<file path="src/bridge_pwm_pkg.sv">
// Register map, field layout, reset values and timing constants of the bridge PWM block
package bridge_pwm_pkg;

    // Word offsets on the register bus (byte addresses)
    localparam logic [7:0] OFF_TIMER_COUNT   = 8'h00;
    localparam logic [7:0] OFF_TIMER_CONTROL = 8'h04;
    localparam logic [7:0] OFF_TIMER_PERIOD  = 8'h08;
    localparam logic [7:0] OFF_BRIDGE_CTRL   = 8'h0C;
    localparam logic [7:0] OFF_DUTY          = 8'h10;
    localparam logic [7:0] OFF_DEADBAND      = 8'h14;
    localparam logic [7:0] OFF_IRQ_STATUS    = 8'h18;
    localparam logic [7:0] OFF_IRQ_MASK      = 8'h1C;
    localparam logic [7:0] OFF_BRIDGE_STATUS = 8'h20;

    // Timer control fields
    localparam int CTL_PS_LSB   = 0;
    localparam int CTL_PS_MSB   = 1;
    localparam int CTL_ON_BIT   = 2;
    localparam int CTL_POST_LSB = 3;
    localparam int CTL_POST_MSB = 6;

    // Bridge control fields
    localparam int BRG_MODE_BIT = 0;
    localparam int BRG_DIR_BIT  = 1;

    // Interrupt status bits
    localparam int IRQ_MATCH_BIT = 0;
    localparam int IRQ_DIR_BIT   = 1;

    // Prescale select codes and terminal counts of the prescale counter
    localparam logic [1:0] PS_DIV1     = 2'h0;
    localparam logic [1:0] PS_DIV4     = 2'h1;
    localparam logic [3:0] PRE_MAX_1   = 4'h0;
    localparam logic [3:0] PRE_MAX_4   = 4'h3;
    localparam logic [3:0] PRE_MAX_16  = 4'hF;

    // Reset values
    localparam logic [7:0] RST_BYTE    = 8'h00;
    localparam logic [7:0] RST_PERIOD  = 8'hFF;
    localparam logic [6:0] RST_CTL     = 7'h00;
    localparam logic [6:0] RST_DB      = 7'h00;
    localparam logic [3:0] RST_NIB     = 4'h0;
    localparam logic [1:0] RST_IRQ     = 2'h0;

    // Direction changeover lead: 4 oscillator periods per prescaled step
    localparam int TOSC_NS       = 25;
    localparam int CLK_PERIOD_NS = 100;
    localparam int LEAD_CYC      = (4 * TOSC_NS + CLK_PERIOD_NS - 1) / CLK_PERIOD_NS;

endpackage

</file>
<file path="src/bridge_pwm_output_steering.sv">
// Timer time base, half/full-bridge PWM steering with dead band, Wishbone slave
//
// Functional notes
// Unscaled timer match sets the PWM period
// Half-bridge: A is PWM, B its complement
// Dead band delays each active edge
// Dead band beyond duty keeps output inactive
// Firmware sets both half-bridge pins as outputs
// Direction change applies at next period start
// Before boundary: modulated off, unmodulated swapped
// Swap leads boundary by 4 Tosc times prescale
// Prescaler divides by 1, 4 or 16
// Modulated outputs stay inactive until boundary
// Full-bridge inserts no dead band
// Full-bridge: one modulated, one held on
// Forward-to-reverse drops A and D, raises C
// Firmware reduces duty before reversing near full
// Count-period match feeds 4-bit postscaler
// Postscaler 1 to 16 sets match flag
// Timer counts prescaled, wraps after period match
// Forward: A on, D modulated; reverse: C, B
//
// Design decisions made here: the Wishbone register port and the register offsets.
`timescale 1ns/1ns
module bridge_pwm_output_steering
    import bridge_pwm_pkg::*;
(
    input  wire logic        clk_i,
    input  wire logic        rst_i,
    input  wire logic        cyc_i,
    input  wire logic        stb_i,
    input  wire logic        we_i,
    input  wire logic [7:0]  adr_i,
    input  wire logic [3:0]  sel_i,
    input  wire logic [31:0] dat_i,
    output logic      [31:0] dat_o,
    output logic             ack_o,
    output logic             bridge_out_a_o,
    output logic             bridge_out_b_o,
    output logic             bridge_out_c_o,
    output logic             bridge_out_d_o,
    output logic             irq_o
);

    // Bus side state
    logic        ack_q;          // Single-cycle acknowledge
    logic [31:0] dat_q;          // Registered read data

    // Software visible registers
    logic [7:0]  count_q;        // Timer count
    logic [6:0]  ctl_q;          // Timer control
    logic [7:0]  period_q;       // Timer period
    logic        mode_q;         // Bridge mode, 1 = full bridge
    logic        dir_req_q;      // Requested direction, 1 = reverse
    logic [7:0]  duty_q;         // Duty length in timer counts
    logic [6:0]  deadband_q;     // Dead-band count
    logic [1:0]  irq_stat_q;     // Sticky event bits
    logic [1:0]  irq_mask_q;     // Event enables

    // Internal state
    logic        dir_q;          // Direction in force
    logic [3:0]  presc_cnt_q;    // Prescale counter
    logic [3:0]  post_cnt_q;     // Postscale counter
    logic [6:0]  db_cnt_q [2];   // Dead-band counters, A and B
    logic        out_a_q;        // Registered pin drivers
    logic        out_b_q;
    logic        out_c_q;
    logic        out_d_q;
    logic        irq_q;          // Registered interrupt

    // Bus decode
    wire         req       = cyc_i & stb_i & ~ack_q;
    wire         wr        = req & we_i & sel_i[0];
    wire [7:0]   wb        = dat_i[7:0];
    wire         wr_count  = wr & (adr_i == OFF_TIMER_COUNT);
    wire         wr_ctl    = wr & (adr_i == OFF_TIMER_CONTROL);
    wire         wr_period = wr & (adr_i == OFF_TIMER_PERIOD);
    wire         wr_bridge = wr & (adr_i == OFF_BRIDGE_CTRL);
    wire         wr_duty   = wr & (adr_i == OFF_DUTY);
    wire         wr_db     = wr & (adr_i == OFF_DEADBAND);
    wire         wr_stat   = wr & (adr_i == OFF_IRQ_STATUS);
    wire         wr_mask   = wr & (adr_i == OFF_IRQ_MASK);

    // Timer control fields
    wire [1:0]   ps_sel    = ctl_q[CTL_PS_MSB:CTL_PS_LSB];
    wire         timer_on  = ctl_q[CTL_ON_BIT];
    wire [3:0]   post_sel  = ctl_q[CTL_POST_MSB:CTL_POST_LSB];

    // Prescale terminal count; both upper codes divide by 16
    wire [3:0]   presc_max = (ps_sel == PS_DIV1) ? PRE_MAX_1 :
                             (ps_sel == PS_DIV4) ? PRE_MAX_4 : PRE_MAX_16;

    // One prescaled timer step
    wire         tick      = timer_on & (presc_cnt_q == presc_max);

    // Unscaled match, also the PWM period boundary
    wire         at_period = count_q == period_q;
    wire         match     = tick & at_period;

    // Postscaled match event
    wire         post_fire = match & (post_cnt_q == post_sel);

    // Direction change waiting for the boundary
    wire         full      = mode_q;
    wire         pending   = dir_req_q ^ dir_q;

    // Cycles left to the boundary inside the last count, and the lead window length
    wire [4:0]   cyc_left  = 5'(presc_max) - 5'(presc_cnt_q) + 5'h01;
    wire [4:0]   lead_len  = 5'(LEAD_CYC) * (5'(presc_max) + 5'h01);

    // Changeover window just before the boundary
    wire         swap_win  = full & pending & timer_on & at_period
                             & (cyc_left <= lead_len);

    // Raw modulation: active while count is below duty
    wire         pwm_raw   = timer_on & (count_q < duty_q);

    // Dead-band sources: PWM and its complement, idle when timer stops
    wire [1:0]   db_src    = {timer_on & ~pwm_raw, pwm_raw};
    wire [1:0]   db_act;

    // Dead-band stage per half-bridge output
    genvar g;
    generate
        for (g = 0; g < 2; g++) begin : g_db
            // Delayed active level: source high and count reached
            assign db_act[g] = db_src[g] & (db_cnt_q[g] == deadband_q);

            // Count cycles since the source turned active
            always_ff @(posedge clk_i) begin
                if (rst_i) begin
                    db_cnt_q[g] <= RST_DB;
                end else if (!db_src[g]) begin
                    db_cnt_q[g] <= RST_DB;
                end else if (db_cnt_q[g] != deadband_q) begin
                    db_cnt_q[g] <= db_cnt_q[g] + 7'h01;
                end
            end
        end
    endgenerate

    // Full-bridge steering, no dead band
    wire         fwd       = ~dir_q;
    wire         fb_a      = timer_on & (swap_win ? ~dir_req_q : fwd);
    wire         fb_c      = timer_on & (swap_win ? dir_req_q : ~fwd);
    wire         fb_b      = ~swap_win & ~fwd & pwm_raw;
    wire         fb_d      = ~swap_win & fwd & pwm_raw;

    // Next pin levels by mode
    wire         out_a_d   = full ? fb_a : db_act[0];
    wire         out_b_d   = full ? fb_b : db_act[1];
    wire         out_c_d   = full & fb_c;
    wire         out_d_d   = full & fb_d;

    // Next timer count: software write, wrap on match, step on tick
    wire [7:0]   count_d   = wr_count ? wb :
                             match    ? RST_BYTE :
                             tick     ? count_q + 8'h01 : count_q;

    // Next prescale counter
    wire [3:0]   presc_d   = (!timer_on || tick) ? RST_NIB : presc_cnt_q + 4'h1;

    // Next postscale counter
    wire [3:0]   post_d    = !match   ? post_cnt_q :
                             post_fire ? RST_NIB : post_cnt_q + 4'h1;

    // Events and sticky status; a set wins over a write-one clear
    wire         dir_event = match & pending & full;
    wire [1:0]   events    = {dir_event, post_fire};
    wire [1:0]   clr_bits  = wr_stat ? wb[1:0] : RST_IRQ;
    wire [1:0]   irq_stat_d = (irq_stat_q & ~clr_bits) | events;

    // Read mux, upper bits read as zero
    wire [7:0]   rd_byte   =
        (adr_i == OFF_TIMER_COUNT)   ? count_q :
        (adr_i == OFF_TIMER_CONTROL) ? {1'b0, ctl_q} :
        (adr_i == OFF_TIMER_PERIOD)  ? period_q :
        (adr_i == OFF_BRIDGE_CTRL)   ? {6'h00, dir_req_q, mode_q} :
        (adr_i == OFF_DUTY)          ? duty_q :
        (adr_i == OFF_DEADBAND)      ? {1'b0, deadband_q} :
        (adr_i == OFF_IRQ_STATUS)    ? {6'h00, irq_stat_q} :
        (adr_i == OFF_IRQ_MASK)      ? {6'h00, irq_mask_q} :
        (adr_i == OFF_BRIDGE_STATUS) ? {6'h00, pending, dir_q} : RST_BYTE;

    // Bus acknowledge and read data
    always_ff @(posedge clk_i) begin
        if (rst_i) begin
            ack_q <= 1'b0;
            dat_q <= 32'h0000_0000;
        end else begin
            ack_q <= req;
            dat_q <= {24'h00_0000, rd_byte};
        end
    end

    // Timer registers
    always_ff @(posedge clk_i) begin
        if (rst_i) begin
            count_q     <= RST_BYTE;
            presc_cnt_q <= RST_NIB;
            post_cnt_q  <= RST_NIB;
        end else begin
            count_q     <= count_d;
            presc_cnt_q <= presc_d;
            post_cnt_q  <= post_d;
        end
    end

    // Control registers written by software
    always_ff @(posedge clk_i) begin
        if (rst_i) begin
            ctl_q      <= RST_CTL;
            period_q   <= RST_PERIOD;
            mode_q     <= 1'b0;
            dir_req_q  <= 1'b0;
            duty_q     <= RST_BYTE;
            deadband_q <= RST_DB;
            irq_mask_q <= RST_IRQ;
        end else begin
            // Timer control
            if (wr_ctl) begin
                ctl_q <= wb[6:0];
            end
            // Period
            if (wr_period) begin
                period_q <= wb;
            end
            // Mode and requested direction
            if (wr_bridge) begin
                mode_q    <= wb[BRG_MODE_BIT];
                dir_req_q <= wb[BRG_DIR_BIT];
            end
            // Duty
            if (wr_duty) begin
                duty_q <= wb;
            end
            // Dead band
            if (wr_db) begin
                deadband_q <= wb[6:0];
            end
            // Interrupt mask
            if (wr_mask) begin
                irq_mask_q <= wb[1:0];
            end
        end
    end

    // Direction in force changes only at a period boundary
    always_ff @(posedge clk_i) begin
        if (rst_i) begin
            dir_q <= 1'b0;
        end else if (match) begin
            dir_q <= dir_req_q;
        end
    end

    // Sticky status and interrupt line
    always_ff @(posedge clk_i) begin
        if (rst_i) begin
            irq_stat_q <= RST_IRQ;
            irq_q      <= 1'b0;
        end else begin
            irq_stat_q <= irq_stat_d;
            irq_q      <= |(irq_stat_q & irq_mask_q);
        end
    end

    // Registered pin drivers
    always_ff @(posedge clk_i) begin
        if (rst_i) begin
            out_a_q <= 1'b0;
            out_b_q <= 1'b0;
            out_c_q <= 1'b0;
            out_d_q <= 1'b0;
        end else begin
            out_a_q <= out_a_d;
            out_b_q <= out_b_d;
            out_c_q <= out_c_d;
            out_d_q <= out_d_d;
        end
    end

    // Outputs straight from flops
    assign dat_o          = dat_q;
    assign ack_o          = ack_q;
    assign bridge_out_a_o = out_a_q;
    assign bridge_out_b_o = out_b_q;
    assign bridge_out_c_o = out_c_q;
    assign bridge_out_d_o = out_d_q;
    assign irq_o          = irq_q;

endmodule

</file>
<file path="config.mk">
export PLATFORM = sky130hd
export DESIGN_NAME = bridge_pwm_output_steering
export DESIGN_NICKNAME = d
export VERILOG_FILES = /design/src/bridge_pwm_pkg.sv /design/src/bridge_pwm_output_steering.sv
export SDC_FILE = /design/constraint.sdc
export NUM_CORES = 1
export LEC_CHECK = 0
export BUFFER_PORTS_ARGS = -buffer_cell sky130_fd_sc_hd__buf_4
export CORE_MARGIN = 4
export CORE_UTILIZATION = 35
export CTS_CLUSTER_SIZE = 24
export DETAILED_ROUTE_END_ITERATION = 10
export MAX_ROUTING_LAYER = met4
export PLACE_DENSITY = 0.56
export RECOVER_POWER = 25
export SKIP_CTS_REPAIR_TIMING = 1
export SYNTH_ARGS = -nofsm -noshare
export SYNTH_HDL_FRONTEND = slang
export SYNTH_SLANG_ARGS = --single-unit
</file>
<file path="constraint.sdc">
create_clock -name clk_i -period 5.6 [get_ports clk_i]
set_input_delay 0.28 -clock clk_i [delete_from_list [all_inputs] [get_ports clk_i]]
set_output_delay 0.28 -clock clk_i [all_outputs]
set_load 0.1 [all_outputs]
</file>
* Word-level counts from Yosys, hierarchy flattened *
Memory sizes are Yosys's and may differ from the RTL's.
Index checks and enable logic that the tools add are counted.

word-level totals
  flip-flop bits (word level) = 91
  bits in writable memories = 14
  output and inout bits = 38
  logic and storage cells = 141
  memories kept = 1

memories
  memory    words  bits a word  rd ports  clocked after memory_dff  wr ports  RTL line                          source
  db_cnt_q  2      7            2         0                         2         bridge_pwm_output_steering.sv:64  logic [6:0] db_cnt_q [2];

cells by class
  add/sub/neg operators = 8
  order comparisons = 2
  eq/ne operators = 16
  muxes and demuxes = 40
  bitwise gates (word level) = 47
  reductions and logical operators = 7

operators by type and width
  kind                   number
  $mux W8                8
  $mux W7                5
  $and A1 B1 Y1          33
  $eq A8 B5 Y1 const B   4
  $mux W1                20
  $eq A8 B4 Y1 const B   2
  $add A7 B1 Y7 const B  2
  $eq A7 B7 Y1           2
  $ne A7 B7 Y1           2
  $mux W4                3
  $add A4 B1 Y4 const B  2
  $add A8 B1 Y8 const B  1
  $eq A4 B4 Y1           2
  $eq A8 B3 Y1 const B   1
  $eq A8 B6 Y1 const B   1
  $eq A8 B8 Y1           1
  $logic_not A8 Y1       1
  $lt A8 B8 Y1           1
  $mux W2                4
  $add A4 B1 Y5 const B  1
  $add A5 B1 Y5 const B  1
  $le A5 B5 Y1           1
  $not A1 Y1             5
  $sub A4 B4 Y5          1
  other kinds (11)       16

* Logic depth before layout (Yosys ltp) *
Gate-level depths: netlist (run 1).

  word-level depth = 11
  depth in mapped cells = 13
  depth with buffers taken out = 12

* Worst setup path after synthesis (run 1) *
OpenSTA, ideal clock, no wires.

  kind = register -> register
  from = register ctl_q[0]
  to = register out_a_q, in the netlist bridge_out_a_o
  arrival = 3.053 ns
  slack = 2.430 ns
  stages on the path, launching flop included = 13
  buffers on the path = 1
  cell sequence = dfxtp_1 clkbuf_2 or2_2 ha_1 ha_1 fa_1 xor2_1 ha_1 a211oi_1 o21ai_0 a2111oi_0 mux2i_1 a22o_1

between the ends
  cells in the longest elaborated chain, start to end = 10

RTL lines
  element                   RTL line                           source
  start: declaration        bridge_pwm_output_steering.sv:51   logic [6:0] ctl_q;
  start signal: assignment  bridge_pwm_output_steering.sv:222  ctl_q <= wb[6:0];
  $eq A2 B1 Y1              bridge_pwm_output_steering.sv:91   (ps_sel == PS_DIV4) ? PRE_MAX_4 : PRE_MAX_16;
  $mux W4                   bridge_pwm_output_steering.sv:91
  $mux W4 *                 bridge_pwm_output_steering.sv:90   wire [3:0] presc_max = (ps_sel == PS_DIV1) ? PRE_MAX_1 :
  $sub A4 B4 Y5             bridge_pwm_output_steering.sv:108  wire [4:0] cyc_left = 5'(presc_max) - 5'(presc_cnt_q) + 5'h01;
  $add A5 B1 Y5             bridge_pwm_output_steering.sv:108
  $le A5 B5 Y1 *            bridge_pwm_output_steering.sv:113  & (cyc_left <= lead_len);
  $and A1 B1 Y1 *           bridge_pwm_output_steering.sv:113
  $mux W1 *                 bridge_pwm_output_steering.sv:144  wire fb_a = timer_on & (swap_win ? ~dir_req_q : fwd);
  $and A1 B1 Y1 *           bridge_pwm_output_steering.sv:144
  $mux W1 *                 bridge_pwm_output_steering.sv:150  wire out_a_d = full ? fb_a : db_act[0];
  end signal: assignment    bridge_pwm_output_steering.sv:276  out_a_q <= out_a_d;
  end: declaration          bridge_pwm_output_steering.sv:65   logic out_a_q;

Every way passes the cells marked *; elsewhere a longest branch is shown, timed or not.
A chain may end at the register's enable or synchronous reset.

* Final worst setup path (run 1) *
Same ends and word-level chain as after synthesis.

==> results of run 1 <==
-- worst paths after layout --
kind	startpoint	depth (start not counted)	slack (ps)	endpoint
max	ctl_q[0]$_SDFFE_PP0P_	11	1720	bridge_out_a_o$_SDFF_PP0_
min reg2reg	presc_cnt_q[0]$_SDFF_PP0_	1	490	presc_cnt_q[0]$_SDFF_PP0_
min	dat_i[2]	3	200	count_q[2]$_SDFFE_PP0P_
max reg2reg	ctl_q[0]$_SDFFE_PP0P_	11	1720	bridge_out_a_o$_SDFF_PP0_
-- logic make-up after synthesis --
logic type / share of synthesized area (%)
compound gates: 13.9
xor+xnor: 8.68
fa+ha+maj: 6.23
buf+inv: 7.60
flops: 37.2
mux: 4.25
other cells: 0.158
simple gates: 22.0
-- flip-flops by register name (all words and copies together), names as in the netlist, 2 cells and up --
signal       flops
post_cnt_q       4
duty_q           8
count_q          8
db_cnt_q        14
period_q         8
irq_stat_q       2
ctl_q            7
presc_cnt_q      4
deadband_q       7
irq_mask_q       2
dat_o            8
-- through the flow --
step	instance area (um^2)	power [uW]	setup slack [ps]	hold WS [ps]	utilization, %
CTS	5360	1330	1720	187	40.5
global route	5300	1360	1490	204	40.0
global placement	5060	737	1890	462	38.2
finish	5300	1310	1720	198	40.0
floorplan	4830	721	2430	389	-
detailed placement	5060	737	1780	474	38.2
-- per-layer routing --
metal | GRT usage [%] | part of all wire (%)
met1 | 22.3 | 45
met2 | 25.6 | 46
met3 | 2.83 | 5.7
met4 | 6.45 | 2.5
met5 | - | 0
-- worst max-delay path, cell delays in order (launching register included) --
cell and delay [ps]:
dfxtp_1 400, or2_2 340, ha_1 190, ha_1 210, fa_1 380, xor2_1 180, ha_1 280, a211oi_1 260
o21ai_0 150, a2111oi_0 940, mux2i_1 230, a22o_1 220
-- cell usage in the layout (no fill, tap or decap), types with 6 or more instances in the layout --
cell       count
a21oi_1       33
and3_1         6
buf_4         25
clkbuf_1      15
clkbuf_16      9
conb_1        25
dfxtp_1       67
edfxtp_1      14
ha_1          22
inv_1         18
mux2i_1       19
nand2_1       51
nand3_1       19
nand3b_1       8
nand4_1        6
nor2_1        52
nor3_1        17
nor4_1        12
o21ai_0       14
xnor2_1       27
xor2_1        20
-- layout make-up --
| type | count | share of cell area (%) |
|---|---|---|
| clock buffers | 9 | 4.25 |
| inverters | 19 | 1.34 |
| clock inverters | 7 | 1.32 |
| repair buffers | 41 | 4.70 |
| multi-input cells | 419 | 51.0 |
| well taps | 176 | 4.15 |
| flip-flops and latches | 81 | 33.2 |
-- where the power goes --
group          total [uW]  leakage (uW)  internal (uW)  switching (uW)
registers             593      0.000713            591            1.77
clock network         589      0.000146            345             244
logic                 131       0.00111           20.8             111
total                1310       0.00197            957             356
==> impl_metrics.csv, run 1 <==
group,metric,value,unit
synthesis,synth_area_leaders,"dfxtp_1 (28%), edfxtp_1 (8.9%), ha_1 (5.8%), xnor2_1 (5.0%), nor2_1 (4.1%)",
setup_path,crit_path_end_kind,"register",
detailed_routing,drc,0,
setup_path,cp_data_arrival_time,4120,ps
clock_network,path_clk_slew,70,ps
detailed_routing,ant_nets,0,
synthesis,syn-cell-area,4740,um^2
layout,multi_input_area,2710,um^2
grt,grt_max_degree,56,
grt,gr-usage-all-layers,16.8,%
synthesis,synth_top_area_cell,"dfxtp_1",
layout,stdcell_count,752,
timing,period_share,69.3,%
floorplan,core.rowCount,42,
detailed_routing,finalWirelength,12600,um
timing,slew_violations,10,
floorplan,core,13200,um^2
layout,nFillCells,1369,
setup_path,worst-path-max-fanout,8,
grt,grt.overflow.total,0,
floorplan,io_pins,87,
grt,antenna_found_initial,0,
timing,rsz0062_at_grt,"false",
timing,finalSetupTns,0,ps
detailed_routing,dr.pass1.iters,5,
run_status,failed_checks,"capacitance limit, slew limit",
layout,register_area,1760,um^2
synthesis,yosys-top-cells-count,"dfxtp_1 (67), nor2_1 (52), nand2_1 (51), a21oi_1 (33), xnor2_1 (27)",
clock_network,cts_buffers,9,
synthesis,synth.most_common_cell,"dfxtp_1",
grt,grt_pass1_vias,3895,
layout,num_antenna_cells,0,
clock_network,cts-root-buf,"clkbuf_16",
synthesis,ys_seq_area_share,37.2,%
floorplan,fp.dieH,124,um
detailed_routing,vias,4056,
synthesis,ys_async_sr_fraction,0,%
synthesis,synth_top_area_share,28.3,%
synthesis,avgSynthCellArea,8.65,um^2
worst_hold_path,worstHoldPathType,"primary input to register",
floorplan,die_area,15500,um^2
clock_network,htree_levels,3,
layout,drive_gt1_share,9.20,%
timing,finalSetupViolations,0,
detailed_routing,wl_per_cell,16.7,um
place,portBuffers,35,
place,gp_congestion,0.813,
power_and_ir_drop,power_per_cell_area,248,nW/um^2
run_status,status,"complete, but fails checks",
grt,grt_pass1_wl,20600,um
synthesis,synthesis.instances,548,
power_and_ir_drop,peakVddDrop,0.144,mV
detailed_routing,vias_per_cell,5.39,
timing,period_minus_slack,3880,ps
timing,slew-limit-headroom,-3.00,%
flow_run,drv_cap,1,
timing,max_freq,0.258,GHz
clock_network,cts_tree,"yes",
timing,worstMarginPinSlew,1530,ps
detailed_routing,drt_iter0_drc,387,
synthesis,synth_edf_count,14,
clock_network,clockBufferDepth,2,
synthesis,ys_ff_latch,81,
clock_network,insertion_delay,340,ps
floorplan,start_util,35.8,%
synthesis,synth_cell_types,61,
timing,worst_clock_skew,6.72,ps
place,post-dp-hpwl,9360,um
clock_network,clkSinkCount,81,
timing,hold_viol,0,
power_and_ir_drop,p_leak,0.00197,uW
setup_path,cp.required,5840,ps
layout,area_growth,11.9,%
floorplan,die_x,124,um
synthesis,ys.warnings.count,0,
synthesis,synth_flop_cell,"dfxtp_1",
setup_path,path_class,"register to register",
layout,nNetsFinal,643,
setup_path,startpoint_type,"register",
place,dp_cells,735,
(Power assumes the default switching activity.)
==> run 2, diff against run 1 <==
- clock period: 5.6 -> 3.6 ns (I/O delays scaled with it)
==> run 2 against run 1 <==
The flow now finishes without violations. Combinational power up 56%. Sequential share of layout area down 0.26 points. Design area up 0.80%. Critical path depth up 2. Largest cell class unchanged. Die area unchanged.
==> impl_metrics.csv, run 2 (synthesis gave the netlist of run 1 again) <==
group,metric,value,unit
run_status,status,"completed",
clock_network,cts_buffers,9,
worst_hold_path,worstHoldPathType,"primary input to register",
setup_path,r2r-start,"ctl_q[0]$_SDFFE_PP0P_",
clock_network,path_clk_slew,70,ps
setup_path,crit_path_end_kind,"register",
floorplan,core,13200,um^2
detailed_routing,dr.pass1.iters,6,
layout,nNetsFinal,646,
setup_path,cp_data_arrival_time,3580,ps
power_and_ir_drop,peakVddDrop,0.229,mV
setup_path,rrSetupSlack,320,ps
power_and_ir_drop,power,2090,uW
place,gp_congestion,0.840,
layout,final_cell_mix,"dfxtp_1 (67), nor2_1 (52), nand2_1 (51)",
layout,layout_commonest_cell,"dfxtp_1",
timing,hold_viol,0,
setup_path,startpoint_type,"register",
timing,period_minus_slack,3280,ps
grt,grt_pass1_vias,3761,
floorplan,core.rowCount,42,
clock_network,clkSinkCount,81,
clock_network,cts_tree,"yes",
timing,slew_violations,0,
worst_hold_path,min_from,"dat_i[5]",
timing,worst_clock_skew,8.04,ps
detailed_routing,drc,0,
timing,max_freq,0.305,GHz
timing,slew-limit-headroom,21.7,%
timing,rsz0062_at_grt,"false",
detailed_routing,vias_per_cell,5.28,
worst_hold_path,hold_end,"count_q[5]$_SDFFE_PP0P_",
clock_network,clockBufferDepth,2,
detailed_routing,finalWirelength,12400,um
timing,period_share,91.2,%
place,post-dp-hpwl,9370,um
worst_hold_path,whs_path_depth,3,
layout,regMostFlops,"db_cnt_q",
setup_path,timing.rr.end,"bridge_out_a_o$_SDFF_PP0_",
layout,area_growth,12.7,%
place,post-place-ws,273,ps
clock_network,htree_levels,3,
floorplan,die_area,15500,um^2
place,portBuffers,35,
timing,holdWs,94.9,ps
layout,drive_gt1_share,9.67,%
setup_path,worst-path-max-fanout,8,
grt,gr-usage-all-layers,16.4,%
clock_network,cts-root-buf,"clkbuf_16",
layout,register_area,1760,um^2
detailed_routing,wl_per_cell,16.5,um
floorplan,die_x,124,um
grt,grt_max_degree,56,
timing,finalSetupViolations,0,
power_and_ir_drop,power_per_cell_area,391,nW/um^2
floorplan,fp.dieH,124,um
setup_path,path_class,"register to register",
layout,num_antenna_cells,0,
flow_run,drv_cap,0,
place,dp_cells,739,
floorplan,start_util,35.8,%
power_and_ir_drop,p_leak,0.00200,uW
timing,worstMarginPinSlew,1180,ps
detailed_routing,drt_iter0_drc,305,
layout,largest_reg_flops,14,
grt,grt.overflow.total,0,
layout,multi_input_area,2710,um^2
layout,stdcell_count,755,
grt,antenna_found_initial,0,
setup_path,reg2reg_depth,13,
detailed_routing,ant_nets,0,
grt,grt_pass1_wl,19900,um
floorplan,io_pins,87,
detailed_routing,vias,3985,
clock_network,insertion_delay,350,ps
setup_path,cp.required,3890,ps
layout,nFillCells,1345,
timing,finalSetupTns,0,ps
timing,fin_ws,317,ps
run 2: layer usage:
layer | part of all wire [%] | up-vias | global-route usage (%)
met5 | 0 | - | -
met4 | 1.6 | 0 | 5.87
met3 | 4.6 | 15 | 2.62
met2 | 47 | 114 | 25.1
met1 | 47 | 1905 | 22.0
li1 | - | 1951 | -
run 2: cell type report:
| type | count | area share, % |
|---|---|---|
| clock buffers | 10 | 4.68 |
| flip-flops and latches | 81 | 33.0 |
| multi-input cells | 419 | 50.7 |
| repair buffers | 44 | 5.06 |
| well taps | 176 | 4.12 |
| inverters | 19 | 1.33 |
| clock inverters | 6 | 1.19 |
run 2: report_power, final:
part	internal (uW)	total (uW)	switching [uW]	leakage [uW]
Sequential	920	922	2.78	0.000713
Clock	579	961	381	0.000158
Combinational	32.5	205	172	0.00113
Total	1530	2090	556	0.00200
run 2: how the worst max path moves through the flow:
stage	from	to	slack (ps)	cells after the start
6_report	ctl_q[0]$_SDFFE_PP0P_	bridge_out_a_o$_SDFF_PP0_	320	13
5_1_grt	ctl_q[0]$_SDFFE_PP0P_	bridge_out_a_o$_SDFF_PP0_	50	13
4_1_cts	ctl_q[0]$_SDFFE_PP0P_	bridge_out_a_o$_SDFF_PP0_	250	13
3_5_place_dp	ctl_q[0]$_SDFFE_PP0P_	bridge_out_a_o$_SDFF_PP0_	270	13
3_3_place_gp	ctl_q[0]$_SDFFE_PP0P_	bridge_out_a_o$_SDFF_PP0_	350	12
2_1_floorplan	ctl_q[0]$_SDFFE_PP0P_	bridge_out_a_o$_SDFF_PP0_	430	12
run 2: through the flow:
step	util [%]	instance area [um^2]
floorplan	-	4830
global placement	38.5	5090
detailed placement	38.5	5090
CTS	40.8	5410
global route	40.4	5350
finish	40.4	5350
run 2: worst max-delay path, cell delays in order, from the launching register on:
cell	delay (ps)
dfxtp_1	390
or2_2	330
or2_2	310
ha_1	270
a21o_1	170
a21oi_1	200
xor2_1	180
ha_1	260
nor2_1	90
a41oi_1	60
a2111oi_2	380
buf_4	180
mux2i_1	240
a22o_1	150
==> run 3, diff against run 2 <==
- ABC_AREA: unset -> 1
==> run 3 against run 2 <==
Design area about the same. Hold slack got worse by 21 ps. Maximum frequency increased by 22%. Critical path type unchanged. Utilization decreased by 0.44 points. Synthesized cell count increased by 15%. Clock-buffer cell count increased by 1. First-iteration DRC count decreased by 8.9%. Critical path depth increased by 4. Sequential share of layout area about the same. Clock power decreased by 6.9%.
==> impl_metrics.csv, run 3 <==
group,metric,value,unit
setup_path,r2r-start,"ctl_q[1]$_SDFFE_PP0P_",
power_and_ir_drop,pwr-share-seq,46.0,%
clock_network,path_clk_slew,60,ps
synthesis,synth_edf_count,14,
layout,regMostFlops,"db_cnt_q",
grt,grt_pass1_wl,20000,um
floorplan,start_util,36.1,%
worst_hold_path,hold_end,"period_q[7]$_SDFFE_PP1P_",
layout,final_cell_mix,"nand2_1 (112), inv_1 (70), dfxtp_1 (67)",
grt,antenna_found_initial,0,
place,post-place-ws,882,ps
layout,num_antenna_cells,0,
clock_network,cts_tree,"yes",
floorplan,io_pins,87,
clock_network,cts_buffers,9,
layout,nFillCells,1391,
timing,slew_violations,0,
synthesis,ys_seq_area_share,36.4,%
power_and_ir_drop,p_sw,525,uW
timing,worst_clock_skew,9.86,ps
power_and_ir_drop,power_per_cell_area,374,nW/um^2
setup_path,path_class,"register to register",
floorplan,die_x,126,um
layout,layout_commonest_cell,"nand2_1",
clock_network,clkSinkCount,81,
clock_network,insertion_delay,340,ps
synthesis,ys_async_sr_fraction,0,%
timing,max_freq,0.373,GHz
synthesis,synth_flop_cell,"dfxtp_1",
floorplan,fp.dieH,126,um
setup_path,crit_path_end_kind,"register",
synthesis,synth.most_common_cell,"nand2_1",
layout,largest_reg_flops,14,
setup_path,startpoint_type,"register",
synthesis,synth_area_leaders,"dfxtp_1 (28%), edfxtp_1 (8.7%), nand2_1 (8.6%), ha_1 (5.7%), inv_1 (5.4%)",
synthesis,avgSynthCellArea,7.66,um^2
timing,worstMarginPinSlew,1170,ps
synthesis,ys_ff_latch,81,
timing,finalSetupViolations,0,
synthesis,yosys-top-cells-count,"nand2_1 (111), inv_1 (70), dfxtp_1 (67), a21oi_1 (50), nor2_1 (50)",
synthesis,synth_cell_types,43,
timing,finalSetupTns,0,ps
synthesis,synth_top_area_cell,"dfxtp_1",
detailed_routing,drt_iter0_drc,278,
layout,drive_gt1_share,10.6,%
timing,fin_ws,918,ps
setup_path,timing.rr.end,"bridge_out_a_o$_SDFF_PP0_",
grt,gr-usage-all-layers,16.2,%
layout,nNetsFinal,738,
worst_hold_path,min_from,"dat_i[7]",
power_and_ir_drop,power.internal,1470,uW
grt,grt.overflow.total,0,
synthesis,syn-cell-area,4840,um^2
worst_hold_path,worstHoldPathType,"primary input to register",
detailed_routing,wl_per_cell,14.3,um
timing,holdWs,73.9,ps
detailed_routing,vias,4128,
place,place_area,5150,um^2
timing,slew-limit-headroom,22.4,%
clock_network,htree_levels,3,
setup_path,cp_data_arrival_time,2920,ps
run_status,status,"completed",
timing,period_minus_slack,2680,ps
setup_path,cp.required,3840,ps
timing,hold_viol,0,
power_and_ir_drop,p_leak,0.00231,uW
worst_hold_path,whs_path_depth,3,
synthesis,ys.warnings.count,0,
flow_run,drv_cap,0,
detailed_routing,ant_nets,0,
detailed_routing,vias_per_cell,4.88,
detailed_routing,dr.pass1.iters,5,
grt,grt_max_degree,44,
layout,area_growth,10.5,%
floorplan,core,13400,um^2
grt,grt_pass1_vias,3890,
timing,period_share,74.5,%
clock_network,clockBufferDepth,2,
place,post-dp-hpwl,9110,um
setup_path,worst-path-max-fanout,5,
power_and_ir_drop,clkPwrFrac,44.8,%
power_and_ir_drop,switching_share,26.2,%
place,portBuffers,35,
setup_path,reg2reg_depth,17,
detailed_routing,finalWirelength,12100,um
floorplan,die_area,15800,um^2
floorplan,core.rowCount,42,
setup_path,rrSetupSlack,920,ps
timing,rsz0062_at_grt,"false",
layout,design_area,5350,um^2
power_and_ir_drop,comb_power_share,9.2,%
power_and_ir_drop,peakVddDrop,0.236,mV
clock_network,cts-root-buf,"clkbuf_16",
synthesis,synthesis.instances,632,
synthesis,synth_top_area_share,27.7,%
place,gp_congestion,0.902,
detailed_routing,drc,0,
run 3: routing by layer:
metal | global-route usage (%) | wire length [um] | vias to the layer above
li1 | - | - | 2100
met1 | 22.1 | 5970 | 1902
met2 | 23.3 | 5200 | 108
met3 | 3.56 | 620 | 18
met4 | 6.12 | 278 | 0
met5 | - | 0 | -
run 3: critical path, stage by stage, from the launching register on:
cell	delay, ps
dfxtp_1	440
nor2_2	70
nand2_1	170
nand2_1	110
ha_1	240
fa_1	380
xor2_1	180
ha_1	280
nand2_1	50
inv_1	80
nand2_1	50
and2_1	120
nand2_1	50
nand2_1	100
nand3_2	120
nand2_2	60
nand3_1	60
nand2_1	50
run 3: final cells by class:
class                   count  area, um^2  share of cell area, %
flip-flops and latches     81        1760                   32.9
repair buffers             36         218                   4.07
well taps                 176         220                   4.12
multi-input cells         455        2550                   47.6
inverters                  83         325                   6.08
clock buffers              11         233                   4.35
clock inverters             4        45.0                  0.842
run 3: metrics by stage:
| step | cells | utilization, % | total power [uW] |
|---|---|---|---|
| 3_5_place_dp | 831 | 38.5 | 1130 |
| 3_3_place_gp | 831 | 38.5 | 1120 |
| 2_1_floorplan | 655 | - | 1110 |
| 5_1_grt | 846 | 39.9 | 2070 |
| 6_report | 846 | 39.9 | 2000 |
| 4_1_cts | 846 | 40.5 | 2020 |
run 3: power by group through the flow:
stage	Combinational [uW]	Sequential, uW	Clock [uW]
global route	193	919	958
floorplan	164	944	0
CTS	187	919	912
global placement	185	939	0
finish	184	919	895
detailed placement	187	939	0
run 3: logic make-up (layout without fill, tap and decap cells):
family | count (synthesis) | count (layout) | share of synthesized area (%)
flip-flops | 81 | 81 | 36.4
XOR/XNOR | 39 | 39 | 7.05
other | 2 | 25 | 0.155
AO/OA/AOI/OAI | 106 | 106 | 11.7
AND/OR/NAND/NOR | 262 | 262 | 26.4
adder cells (fa/ha/maj) | 23 | 23 | 6.10
buffers and inverters | 119 | 134 | 12.2
run 3: how the worst max path moves through the flow:
stage	start	endpoint	slack, ps	depth (start not counted)
after global routing	ctl_q[1]$_SDFFE_PP0P_	bridge_out_a_o$_SDFF_PP0_	640	17
after floorplan	ctl_q[0]$_SDFFE_PP0P_	bridge_out_a_o$_SDFF_PP0_	1190	17
after CTS	ctl_q[1]$_SDFFE_PP0P_	bridge_out_a_o$_SDFF_PP0_	880	17
final	ctl_q[1]$_SDFFE_PP0P_	bridge_out_a_o$_SDFF_PP0_	920	17
after global placement	ctl_q[1]$_SDFFE_PP0P_	bridge_out_a_o$_SDFF_PP0_	960	17
after detailed placement	ctl_q[1]$_SDFFE_PP0P_	bridge_out_a_o$_SDFF_PP0_	880	17
